File: src/pkg/cds_pkg.sv
// Package with constants for the chain diagnostics and status indicator block.
package cds_pkg;
   localparam int CLK_HZ = 200_000_000;
   // Diagnostics byte layout and access.
   localparam logic [7:0] NODE_GATEWAY = 8'h00;
   localparam int BIT_IF_FAULT = 0;
   localparam int BIT_INIT_ERR = 4;
   localparam int BIT_TEACH_ERR = 5;
   localparam int BIT_SHORT = 6;
   localparam int BIT_COMM_ERR = 7;
   localparam logic [7:0] DIAG_RESET = 8'h00;
   // Host commands.
   localparam logic [7:0] CMD_CATEGORY = 8'h02;
   localparam logic [7:0] CMD_TEACH = 8'h63;
   localparam logic [7:0] ADDR_SLAVE_MIN = 8'h01;
   localparam logic [7:0] ADDR_SLAVE_MAX = 8'h1F;
   localparam logic [7:0] TEACH_DONE_DATA = 8'h00;
   localparam logic [7:0] RESP_INVALID = 8'hFF;
   localparam int SLAVES = 31;
   // Times in milliseconds and the derived counts of millisecond ticks.
   localparam int FAULT_DELAY_MS = 1000;
   localparam int HOLD_MS = 2000;
   localparam int READY_MS = 30000;
   localparam int FLASH_PERIOD_MS = 1000;
   localparam int SHORT_FLASH_MS = 200;
   localparam int LONG_FLASH_MS = 600;
   localparam int DEBOUNCE_MS = 20;
   localparam int TICK_CYCLES = CLK_HZ / 1000;
   localparam logic [15:0] FAULT_DELAY_TICKS = 16'(FAULT_DELAY_MS);
   localparam logic [15:0] HOLD_TICKS = 16'(HOLD_MS);
   localparam logic [15:0] READY_TICKS = 16'(READY_MS);
   localparam logic [15:0] FLASH_TICKS = 16'(FLASH_PERIOD_MS);
   localparam logic [15:0] SHORT_TICKS = 16'(SHORT_FLASH_MS);
   localparam logic [15:0] LONG_TICKS = 16'(LONG_FLASH_MS);
   localparam logic [15:0] DEBOUNCE_TICKS = 16'(DEBOUNCE_MS);
   // Lamp colour codes: bit 1 red, bit 0 yellow or green.
   localparam logic [1:0] LAMP_OFF = 2'h0;
   localparam logic [1:0] LAMP_YEL = 2'h1;
   localparam logic [1:0] LAMP_RED = 2'h2;
   typedef enum logic [1:0] {
      CDS_BOOT = 2'b00,
      CDS_RUN = 2'b01,
      CDS_TEACH = 2'b10
   } cds_state_e;
endpackage

File: src/hdl/cds_cfg_mem.sv
// Small memory holding the saved setpoint chain configuration.
`timescale 1ns/1ps
`default_nettype none
module cds_cfg_mem #(
   parameter int DEPTH = 32,
   parameter int AW = 5
) (
   input wire logic clk,
   input wire logic we,
   input wire logic [AW-1:0] waddr,
   input wire logic [7:0] wdata,
   input wire logic [AW-1:0] raddr,
   output logic [7:0] rdata
);
   logic [7:0] mem [DEPTH];

   // No reset on the array keeps it a plain RAM; a valid flag outside guards it.
   always_ff @(posedge clk) begin
      if (we) begin
         mem[waddr] <= wdata;
      end
      rdata <= mem[raddr];
   end
endmodule
`default_nettype wire

File: src/hdl/cds_top.sv
// Chain diagnostics byte, status lamps, teach-in trigger and configuration compare.
`timescale 1ns/1ps
`default_nettype none
// Operation
// - Diagnostics byte is the response byte of node address zero.
// - Bit 0 is the interface fault, raised after one second, data invalid.
// - Bit 4 is the chain initialisation error needing a power cycle.
// - Bit 5 flags chain differs from saved setup; cleared by successful teach.
// - Bit 6 flags a short circuit on the chain cabling.
// - Bit 7 flags an unreachable slave; slave data then invalid.
// - Power lamp steady green when supplied and ready, else off.
// - Function lamp flashes yellow on teach needed, steady yellow without chain.
// - Fault lamp flashes yellow while teach-in runs.
// - Fault lamp flashes yellow on poor quality, red on short circuit.
// - Fault lamp steady red while actual and setpoint setups mismatch.
// - Fault causes are told apart by short and long flash patterns.
// - Teach starts after a two second button hold or a web request.
// - Successful teach stores discovered chain and turns fault lamp off.
// - Ready about thirty seconds after power-up; lamps show start-up.
// - Teach is required with no saved setup or a changed chain.
// - Command 0x02 with slave address 1 to 31 reads its category.
// - Command 0x63 to address zero triggers a chain teach-in.
module cds_top #(
   parameter int TICK_CYCLES = cds_pkg::TICK_CYCLES,
   parameter logic [15:0] FAULT_DELAY_TICKS = cds_pkg::FAULT_DELAY_TICKS,
   parameter logic [15:0] HOLD_TICKS = cds_pkg::HOLD_TICKS,
   parameter logic [15:0] READY_TICKS = cds_pkg::READY_TICKS,
   parameter logic [15:0] FLASH_TICKS = cds_pkg::FLASH_TICKS,
   parameter logic [15:0] SHORT_TICKS = cds_pkg::SHORT_TICKS,
   parameter logic [15:0] LONG_TICKS = cds_pkg::LONG_TICKS,
   parameter logic [15:0] DEBOUNCE_TICKS = cds_pkg::DEBOUNCE_TICKS
) (
   input wire logic clk,
   input wire logic rstn,
   input wire logic supply_ok,
   input wire logic teach_button_n,
   input wire logic web_teach_req,
   input wire logic chain_present,
   input wire logic chain_if_fault,
   input wire logic chain_init_err,
   input wire logic chain_short,
   input wire logic chain_comm_err,
   input wire logic chain_quality_poor,
   input wire logic disc_valid,
   input wire logic [4:0] disc_addr,
   input wire logic [7:0] disc_category,
   input wire logic [4:0] disc_count,
   input wire logic disc_scan_done,
   input wire logic host_req,
   input wire logic [7:0] host_cmd,
   input wire logic [7:0] host_addr,
   output logic host_ack,
   output logic [7:0] host_data,
   output logic [7:0] diag_gateway,
   output logic power_lamp_green,
   output logic function_lamp_yellow,
   output logic fault_lamp_yellow,
   output logic fault_lamp_red,
   output logic teach_active,
   output logic chain_data_valid
);
   logic rst_s1, rst_n;
   always_ff @(posedge clk or negedge rstn) begin
      if (!rstn) begin
         rst_s1 <= 1'b0;
         rst_n <= 1'b0;
      end else begin
         rst_s1 <= 1'b1;
         rst_n <= rst_s1;
      end
   end

   // Millisecond tick; all slow timers count it.
   logic [31:0] pre_reg;
   logic tick;
   assign tick = (pre_reg == 32'(TICK_CYCLES - 1));
   always_ff @(posedge clk or negedge rst_n) begin
      if (!rst_n) pre_reg <= 32'h0000_0000;
      else if (tick) pre_reg <= 32'h0000_0000;
      else pre_reg <= pre_reg + 32'h0000_0001;
   end

   // Pin inputs pass three flops; a change counts when stages two and three agree.
   logic [2:0] btn_sy, sup_sy, web_sy;
   logic btn_lvl, sup_lvl, web_lvl;
   always_ff @(posedge clk or negedge rst_n) begin
      if (!rst_n) begin
         btn_sy <= 3'h0;
         sup_sy <= 3'h0;
         web_sy <= 3'h0;
         btn_lvl <= 1'b0;
         sup_lvl <= 1'b0;
         web_lvl <= 1'b0;
      end else begin
         btn_sy <= {btn_sy[1:0], ~teach_button_n};
         sup_sy <= {sup_sy[1:0], supply_ok};
         web_sy <= {web_sy[1:0], web_teach_req};
         if (btn_sy[1] == btn_sy[2]) btn_lvl <= btn_sy[2];
         if (sup_sy[1] == sup_sy[2]) sup_lvl <= sup_sy[2];
         if (web_sy[1] == web_sy[2]) web_lvl <= web_sy[2];
      end
   end

   logic [15:0] deb_reg;
   logic btn_db_reg;
   always_ff @(posedge clk or negedge rst_n) begin
      if (!rst_n) begin
         deb_reg <= 16'h0000;
         btn_db_reg <= 1'b0;
      end else if (btn_lvl == btn_db_reg) begin
         deb_reg <= 16'h0000;
      end else if (tick) begin
         if (deb_reg >= DEBOUNCE_TICKS - 16'h0001) begin
            btn_db_reg <= btn_lvl;
            deb_reg <= 16'h0000;
         end else begin
            deb_reg <= deb_reg + 16'h0001;
         end
      end
   end

   // two second hold, one trigger per press
   logic [15:0] hold_reg;
   logic hold_fired_reg, btn_teach;
   assign btn_teach = btn_db_reg && tick && !hold_fired_reg
      && (hold_reg >= HOLD_TICKS - 16'h0001);
   always_ff @(posedge clk or negedge rst_n) begin
      if (!rst_n) begin
         hold_reg <= 16'h0000;
         hold_fired_reg <= 1'b0;
      end else if (!btn_db_reg) begin
         hold_reg <= 16'h0000;
         hold_fired_reg <= 1'b0;
      end else if (tick) begin
         if (btn_teach) hold_fired_reg <= 1'b1;
         else if (!hold_fired_reg) hold_reg <= hold_reg + 16'h0001;
      end
   end

   logic web_prev_reg;
   always_ff @(posedge clk or negedge rst_n) begin
      if (!rst_n) web_prev_reg <= 1'b0;
      else web_prev_reg <= web_lvl;
   end

   logic host_teach;
   assign host_teach = host_req && host_cmd == cds_pkg::CMD_TEACH
      && host_addr == cds_pkg::NODE_GATEWAY;

   logic teach_req;
   assign teach_req = btn_teach || (web_lvl && !web_prev_reg) || host_teach;

   logic [15:0] boot_reg;
   logic ready;
   cds_pkg::cds_state_e state_reg;
   assign ready = state_reg != cds_pkg::CDS_BOOT;
   always_ff @(posedge clk or negedge rst_n) begin
      if (!rst_n) boot_reg <= 16'h0000;
      else if (tick && boot_reg != READY_TICKS) boot_reg <= boot_reg + 16'h0001;
   end

   // Teach captures the scan into the memory; the scan owner drives disc_*.
   logic saved_valid_reg;
   logic [4:0] saved_count_reg;
   logic [4:0] cmp_addr;
   logic [7:0] mem_rdata;
   logic mem_we;
   logic mismatch_reg;
   logic teach_ok;
   assign mem_we = state_reg == cds_pkg::CDS_TEACH && disc_valid;
   assign teach_ok = state_reg == cds_pkg::CDS_TEACH && disc_scan_done
      && disc_count != 5'h00;

   always_ff @(posedge clk or negedge rst_n) begin
      if (!rst_n) begin
         state_reg <= cds_pkg::CDS_BOOT;
      end else begin
         case (state_reg)
            cds_pkg::CDS_BOOT: if (boot_reg == READY_TICKS) state_reg <= cds_pkg::CDS_RUN;
            cds_pkg::CDS_RUN: if (teach_req && chain_present) state_reg <= cds_pkg::CDS_TEACH;
            cds_pkg::CDS_TEACH: if (disc_scan_done) state_reg <= cds_pkg::CDS_RUN;
            default: state_reg <= cds_pkg::CDS_BOOT;
         endcase
      end
   end
   assign teach_active = state_reg == cds_pkg::CDS_TEACH;

   always_ff @(posedge clk or negedge rst_n) begin
      if (!rst_n) begin
         saved_valid_reg <= 1'b0;
         saved_count_reg <= 5'h00;
      end else if (teach_ok) begin
         saved_valid_reg <= 1'b1;
         saved_count_reg <= disc_count;
      end
   end

   // category read shares the read port with the compare.
   logic cat_req, cat_pend_reg;
   assign cat_req = host_req && host_cmd == cds_pkg::CMD_CATEGORY
      && host_addr >= cds_pkg::ADDR_SLAVE_MIN && host_addr <= cds_pkg::ADDR_SLAVE_MAX;
   assign cmp_addr = cat_req ? host_addr[4:0] : disc_addr;

   cds_cfg_mem #(.DEPTH(32), .AW(5)) u_mem (
      .clk(clk),
      .we(mem_we),
      .waddr(disc_addr),
      .wdata(disc_category),
      .raddr(cmp_addr),
      .rdata(mem_rdata)
   );

   // compare discovered slaves against the setpoint
   logic cmp_pend_reg;
   logic [7:0] cmp_cat_reg;
   always_ff @(posedge clk or negedge rst_n) begin
      if (!rst_n) begin
         cmp_pend_reg <= 1'b0;
         cmp_cat_reg <= 8'h00;
         mismatch_reg <= 1'b0;
      end else begin
         cmp_pend_reg <= disc_valid && state_reg == cds_pkg::CDS_RUN && !cat_req;
         cmp_cat_reg <= disc_category;
         if (teach_ok) begin
            mismatch_reg <= 1'b0;
         end else if (state_reg == cds_pkg::CDS_RUN) begin
            if (cmp_pend_reg && saved_valid_reg && mem_rdata != cmp_cat_reg) begin
               mismatch_reg <= 1'b1;
            end else if (disc_scan_done && saved_valid_reg
                  && disc_count != saved_count_reg) begin
               mismatch_reg <= 1'b1;
            end
         end
      end
   end
   logic teach_needed;
   assign teach_needed = !saved_valid_reg || mismatch_reg;

   // one second persistence of interface fault
   logic [15:0] flt_reg;
   logic if_fault_reg;
   always_ff @(posedge clk or negedge rst_n) begin
      if (!rst_n) begin
         flt_reg <= 16'h0000;
         if_fault_reg <= 1'b0;
      end else if (!chain_if_fault) begin
         flt_reg <= 16'h0000;
         if_fault_reg <= 1'b0;
      end else if (tick) begin
         if (flt_reg >= FAULT_DELAY_TICKS - 16'h0001) if_fault_reg <= 1'b1;
         else flt_reg <= flt_reg + 16'h0001;
      end
   end

   // diagnostics byte, bits 1 to 3 zero
   always_ff @(posedge clk or negedge rst_n) begin
      if (!rst_n) begin
         diag_gateway <= cds_pkg::DIAG_RESET;
      end else begin
         diag_gateway <= cds_pkg::DIAG_RESET;
         diag_gateway[cds_pkg::BIT_IF_FAULT] <= if_fault_reg;
         diag_gateway[cds_pkg::BIT_INIT_ERR] <= chain_init_err;
         diag_gateway[cds_pkg::BIT_TEACH_ERR] <= mismatch_reg && !teach_ok;
         diag_gateway[cds_pkg::BIT_SHORT] <= chain_short;
         diag_gateway[cds_pkg::BIT_COMM_ERR] <= chain_comm_err;
      end
   end
   // slave data validity follows bits 0 and 7
   assign chain_data_valid = !diag_gateway[cds_pkg::BIT_IF_FAULT]
      && !diag_gateway[cds_pkg::BIT_COMM_ERR];

   // Host answers: teach done next cycle, category after the memory read.
   always_ff @(posedge clk or negedge rst_n) begin
      if (!rst_n) begin
         cat_pend_reg <= 1'b0;
         host_ack <= 1'b0;
         host_data <= 8'h00;
      end else begin
         cat_pend_reg <= cat_req;
         host_ack <= 1'b0;
         if (cat_pend_reg) begin
            host_ack <= 1'b1;
            host_data <= saved_valid_reg ? mem_rdata : cds_pkg::RESP_INVALID;
         end else if (host_teach) begin
            host_ack <= 1'b1;
            host_data <= cds_pkg::TEACH_DONE_DATA;
         end else if (host_req && !cat_req) begin
            host_ack <= 1'b1;
            host_data <= host_addr == cds_pkg::NODE_GATEWAY ? diag_gateway
               : cds_pkg::RESP_INVALID;
         end
      end
   end

   // flash timing: slow flash, short and long pulse shapes
   logic [15:0] fl_reg;
   always_ff @(posedge clk or negedge rst_n) begin
      if (!rst_n) fl_reg <= 16'h0000;
      else if (tick) fl_reg <= (fl_reg >= FLASH_TICKS - 16'h0001) ? 16'h0000
         : fl_reg + 16'h0001;
   end
   logic ph_short, ph_long;
   assign ph_short = fl_reg < SHORT_TICKS;
   assign ph_long = fl_reg < LONG_TICKS;

   always_ff @(posedge clk or negedge rst_n) begin
      if (!rst_n) power_lamp_green <= 1'b0;
      else power_lamp_green <= sup_lvl && ready;
   end

   // function lamp; during start-up it flashes to show progress
   always_ff @(posedge clk or negedge rst_n) begin
      if (!rst_n) function_lamp_yellow <= 1'b0;
      else if (!ready) function_lamp_yellow <= ph_long;
      else if (!chain_present) function_lamp_yellow <= 1'b1;
      else function_lamp_yellow <= teach_needed && ph_long;
   end

   // Fault lamp priority: short, teach running, mismatch, poor quality.
   logic [1:0] fault_col;
   always_comb begin
      fault_col = cds_pkg::LAMP_OFF;
      // short circuit flashes red in short pulses
      if (chain_short) fault_col = ph_short ? cds_pkg::LAMP_RED : cds_pkg::LAMP_OFF;
      // teach running flashes yellow in long pulses
      else if (teach_active) fault_col = ph_long ? cds_pkg::LAMP_YEL : cds_pkg::LAMP_OFF;
      else if (mismatch_reg) fault_col = cds_pkg::LAMP_RED;
      // poor quality flashes yellow in short pulses
      else if (chain_quality_poor)
         fault_col = ph_short ? cds_pkg::LAMP_YEL : cds_pkg::LAMP_OFF;
   end
   always_ff @(posedge clk or negedge rst_n) begin
      if (!rst_n) begin
         fault_lamp_yellow <= 1'b0;
         fault_lamp_red <= 1'b0;
      end else begin
         fault_lamp_yellow <= fault_col[0];
         fault_lamp_red <= fault_col[1];
      end
   end

   a_fault_delay: assert property (@(posedge clk) disable iff (!rst_n)
      $rose(if_fault_reg) |-> flt_reg >= FAULT_DELAY_TICKS - 16'h0001)
      else $error("interface fault raised before its delay");
   a_zero_bits: assert property (@(posedge clk) disable iff (!rst_n)
      diag_gateway[3:1] == 3'h0)
      else $error("unused diagnostics bits not zero");
   a_short_bit: assert property (@(posedge clk) disable iff (!rst_n)
      chain_short |=> diag_gateway[cds_pkg::BIT_SHORT])
      else $error("short bit did not follow the short input");
   a_comm_bit: assert property (@(posedge clk) disable iff (!rst_n)
      chain_comm_err |=> !chain_data_valid)
      else $error("data valid while a slave is unreachable");
   a_init_bit: assert property (@(posedge clk) disable iff (!rst_n)
      chain_init_err |=> diag_gateway[cds_pkg::BIT_INIT_ERR])
      else $error("init error bit missing");
   a_teach_clears: assert property (@(posedge clk) disable iff (!rst_n)
      teach_ok |=> !mismatch_reg ##1 !diag_gateway[cds_pkg::BIT_TEACH_ERR])
      else $error("teach error not cleared by teach");
   a_power_lamp: assert property (@(posedge clk) disable iff (!rst_n)
      !sup_lvl |=> !power_lamp_green)
      else $error("power lamp lit without supply");
   a_no_chain: assert property (@(posedge clk) disable iff (!rst_n)
      ready && !chain_present |=> function_lamp_yellow)
      else $error("function lamp not steady without chain");
   a_mismatch_red: assert property (@(posedge clk) disable iff (!rst_n)
      mismatch_reg && !chain_short && !teach_active |=> fault_lamp_red)
      else $error("fault lamp not red on mismatch");
   a_teach_cmd: assert property (@(posedge clk) disable iff (!rst_n)
      host_teach && state_reg == cds_pkg::CDS_RUN && chain_present
         |=> teach_active && host_ack)
      else $error("teach command did not start teach");
   a_hold_time: assert property (@(posedge clk) disable iff (!rst_n)
      btn_teach |-> btn_db_reg && hold_reg == HOLD_TICKS - 16'h0001)
      else $error("button teach before the hold time");
endmodule
`default_nettype wire

File: config.mk
export PLATFORM = sky130hd
export DESIGN_NAME = cds_top
export DESIGN_NICKNAME = d
export VERILOG_FILES = /design/src/pkg/cds_pkg.sv /design/src/hdl/cds_cfg_mem.sv /design/src/hdl/cds_top.sv
export SDC_FILE = /design/constraint.sdc
export NUM_CORES = 1
export LEC_CHECK = 0
export CORE_UTILIZATION = 45
export DETAILED_ROUTE_END_ITERATION = 6
export DONT_BUFFER_PORTS = 1
export MAX_ROUTING_LAYER = met4
export PLACE_DENSITY = 0.61
export SLEW_MARGIN = 25
export SYNTH_ARGS = -nofsm -noshare
export SYNTH_HDL_FRONTEND = slang
export SYNTH_HIERARCHICAL = 1
export SYNTH_SLANG_ARGS = --single-unit
File: constraint.sdc
create_clock -name clk -period 10.5 [get_ports clk]
set_clock_uncertainty 0.05 [all_clocks]
set_input_delay 0 -clock clk [delete_from_list [all_inputs] [get_ports clk]]
set_output_delay 0 -clock clk [all_outputs]
set_load 0.1 [all_outputs]
==> impl_metrics.json <==
{
  "totalPowerFinal_mw": 3.61,
  "syn2layout_area_growth_pct": 15.2,
  "pre_cts_ws_ns": 6.37,
  "post-route-min-period_ns": 4.07,
  "worstMarginPinSlew_ns": 1.06,
  "final_min_period_over_clock_period": 0.387,
  "post_synth_most_frequent_cells": "sky130_fd_sc_hd__edfxtp_1 (256), sky130_fd_sc_hd__dfrtp_1 (167), sky130_fd_sc_hd__mux4_2 (80), sky130_fd_sc_hd__nor2_1 (78), sky130_fd_sc_hd__nand2_1 (48)",
  "post-synth-top-area-fraction": 0.436,
  "syn_area_um2": 17600,
  "crit_path_max_fanout": 8,
  "clkSinkCount": 431,
  "seq_area_um2": 12000,
  "postRouteWirelength_um": 38500,
  "netlist.top_cell.by_area": "sky130_fd_sc_hd__edfxtp_1",
  "finalHoldViolCount": 0,
  "vias": 10000,
  "ys_warn_count": 6,
  "final_cell_area_um2": 20300,
  "maximum_number_of_pins_on_one_net_before_global_route_repair": 82,
  "wire_length_of_the_first_global_routing_pass_um": 59000,
  "setup_repair_after_global_routing_missed_its_margin": "no",
  "dieArea_um2": 40000,
  "class_of_the_worst_hold_path": "input pin to flop",
  "number_of_buffers_inserted_by_post_cts_setup_repair": 0,
  "count_of_fill_cells_added_during_filler_insertion": 3127,
  "dp_hpwl_um": 23900,
  "timing_max_transition_violations_final": 0,
  "final_cell_count_no_fill": 1757,
  "cts.reportedPaths.clkPinSlew_ns": 0.06,
  "die_x_um": 200,
  "cts_max_path_buffers": 3,
  "ys_seq_elements": 431,
  "totalNegativeSetupSlack_ns": 0,
  "grt_pass1_vias": 9991,
  "async_reset_ff_frac": 0.387,
  "flip_flop_count_of_the_largest_register_all_copies_and_words_added": 256,
  "yosys.cell_types.count": 71,
  "synth_area_leaders": "sky130_fd_sc_hd__edfxtp_1 (44%), sky130_fd_sc_hd__dfrtp_1 (24%), sky130_fd_sc_hd__mux4_2 (10%)",
  "port_buffers": 0,
  "root_buffer": "sky130_fd_sc_hd__clkbuf_16",
  "arrival_ns": 4.29,
  "grt_remaining_overflow": 0,
  "drt_iter0_markers": 819,
  "routability_congestion": 0.825,
  "pwr_density_cell_nw_per_um2": 177,
  "cp-start-kind": "flop",
  "clock.fmax_ghz": 0.246,
  "synth_top_flop_cell": "sky130_fd_sc_hd__edfxtp_1",
  "cp_data_required_time_ns": 10.72,
  "top_level_ports": 71,
  "finalSetupViolCount": 0,
  "outcome": "complete, no violations",
  "synth_area_per_cell_um2": 15.9,
  "die_h_um": 200,
  "drive_above_1_share": 0.191,
  "wl_per_cell_um": 21.9,
  "htreeDepth": 2,
  "timing.setup.critical_path_class": "flop to flop",
  "multiInputGateArea_um2": 5390,
  "setup_slack_ns": 6.43,
  "slew-limit-headroom": 0.292,
  "drv.max_cap_violation_count": 0,
  "placed_instance_area_um2": 18300,
  "drt_pass1_iterations": 4,
  "tritoncts": "done",
  "peakVddDrop_mv": 0.126,
  "fp.coreArea_um2": 38600,
  "number_of_antenna_violations_at_the_first_check_in_global_routing": 1,
  "floorplan.initialDensity": 0.457,
  "cp-startpoint": "state_reg[0]",
  "synth_edf_count": 256,
  "synthCells": 1112,
  "ys_seq_area_frac": 0.681,
  "row_count": 72,
  "setup.worst_path.end_class": "flop",
  "timing.hold.worst.start": "chain_short",
  "groute.usage.overall": 0.206,
  "ant_nets": 0,
  "final_net_count": 1259,
  "cts_inserted_buffers": 44,
  "worstReg2RegStart": "state_reg[0]",
  "numPlacedInstances": 1615,
  "p_leak_nw": 7.30,
  "drc": 0,
  "synth_most_common_cell": "sky130_fd_sc_hd__edfxtp_1",
  "avgViaCountPerCell": 5.70,
  "clock_latency_ns": 0.57
}
-- metal layers --
metal,share of wire,up-vias,GRT usage
met3,0.065,77,0.0324
met2,0.48,313,0.314
li1,-,4456,-
met1,0.43,5164,0.286
met5,0,-,-
met4,0.025,0,0.0633
-- cells by family after synthesis --
family,share of synthesized area
DFF,0.681
buffers and inverters,0.0169
AOI/OAI and AO/OA,0.0363
muxes,0.122
other,0.000426
xor gates and xnor gates,0.0288
adders and majority gates,0.00666
and+or+nand+nor,0.107
-- cell type report --
class	count	share of cell area
Timing Repair Buffer	84	0.0369
Inverter	21	0.00388
Antenna cell	1	0.000123
Tap cell	518	0.0319
Clock buffer	57	0.0596
Clock inverter	23	0.0110
Multi-Input combinational cell	622	0.265
Sequential cell	431	0.592
-- cells in the final DEF (no fill, tap or decap), drive strengths merged, types with 4 or more instances in the layout --
cell type    count
a21oi           20
a31oi            6
and2            28
and3            15
and4             4
buf             31
clkbuf          57
clkinv          20
conb             4
dfrtp          167
dfxtp            8
dlygate4sd3     53
edfxtp         256
ha               7
inv             20
mux2            22
mux2i           11
mux4            80
nand2           48
nand2b           9
nand3           40
nand3b           7
nand4           27
nor2            78
nor2b            4
nor3            19
nor4            17
nor4b            6
o211ai           4
o21ai           32
o22ai            6
o31ai           13
or3             10
or3b             4
or4              6
or4b             4
xnor2           44
xor2            14
-- worst paths after layout --
path | to | slack (ns) | depth (start not counted)
max in group asynchronous | btn_sy[2] | 9.33 | 1
min reg2reg | diag_gateway[4] | 0.10 | 0
min | diag_gateway[6] | 0.05 | 1
max | u_mem/mem[22][3] | 6.43 | 7
max reg2reg | u_mem/mem[22][3] | 6.43 | 7
min in group asynchronous | diag_gateway[4] | 0.10 | 0
-- stage by stage --
stage / hold WS, ns / util
2_1_floorplan: -0.346 / -
6_report: 0.0505 / 0.526
4_1_cts: 0.00334 / 0.525
3_5_place_dp: -0.345 / 0.474
5_1_grt: 0.0453 / 0.526
3_3_place_gp: -0.345 / 0.473
-- critical path, cell delays in order, from the launching register on --
cell and delay [ns]:
sky130_fd_sc_hd__dfrtp_1 0.40, sky130_fd_sc_hd__nand2b_1 0.18, sky130_fd_sc_hd__inv_1 0.76, sky130_fd_sc_hd__and2_1 0.43, sky130_fd_sc_hd__nand3b_1 0.35, sky130_fd_sc_hd__dlygate4sd3_1 0.67
sky130_fd_sc_hd__nor2_1 0.31, sky130_fd_sc_hd__dlygate4sd3_1 0.63
-- what timing repair did --
action	4_1_cts	5_1_grt
hold buffers	53	8
resized for setup	0	0
hold endpoints to repair	499	264
-- power breakdown --
group / internal (mW) / leakage, nW / total, mW / switching (mW)
clock network: 0.892 / 0.704 / 1.53 / 0.642
registers: 1.83 / 4.55 / 1.89 / 0.0597
logic: 0.0865 / 2.05 / 0.186 / 0.0996
total: 2.81 / 7.30 / 3.61 / 0.801
(Power assumes the default switching activity.)
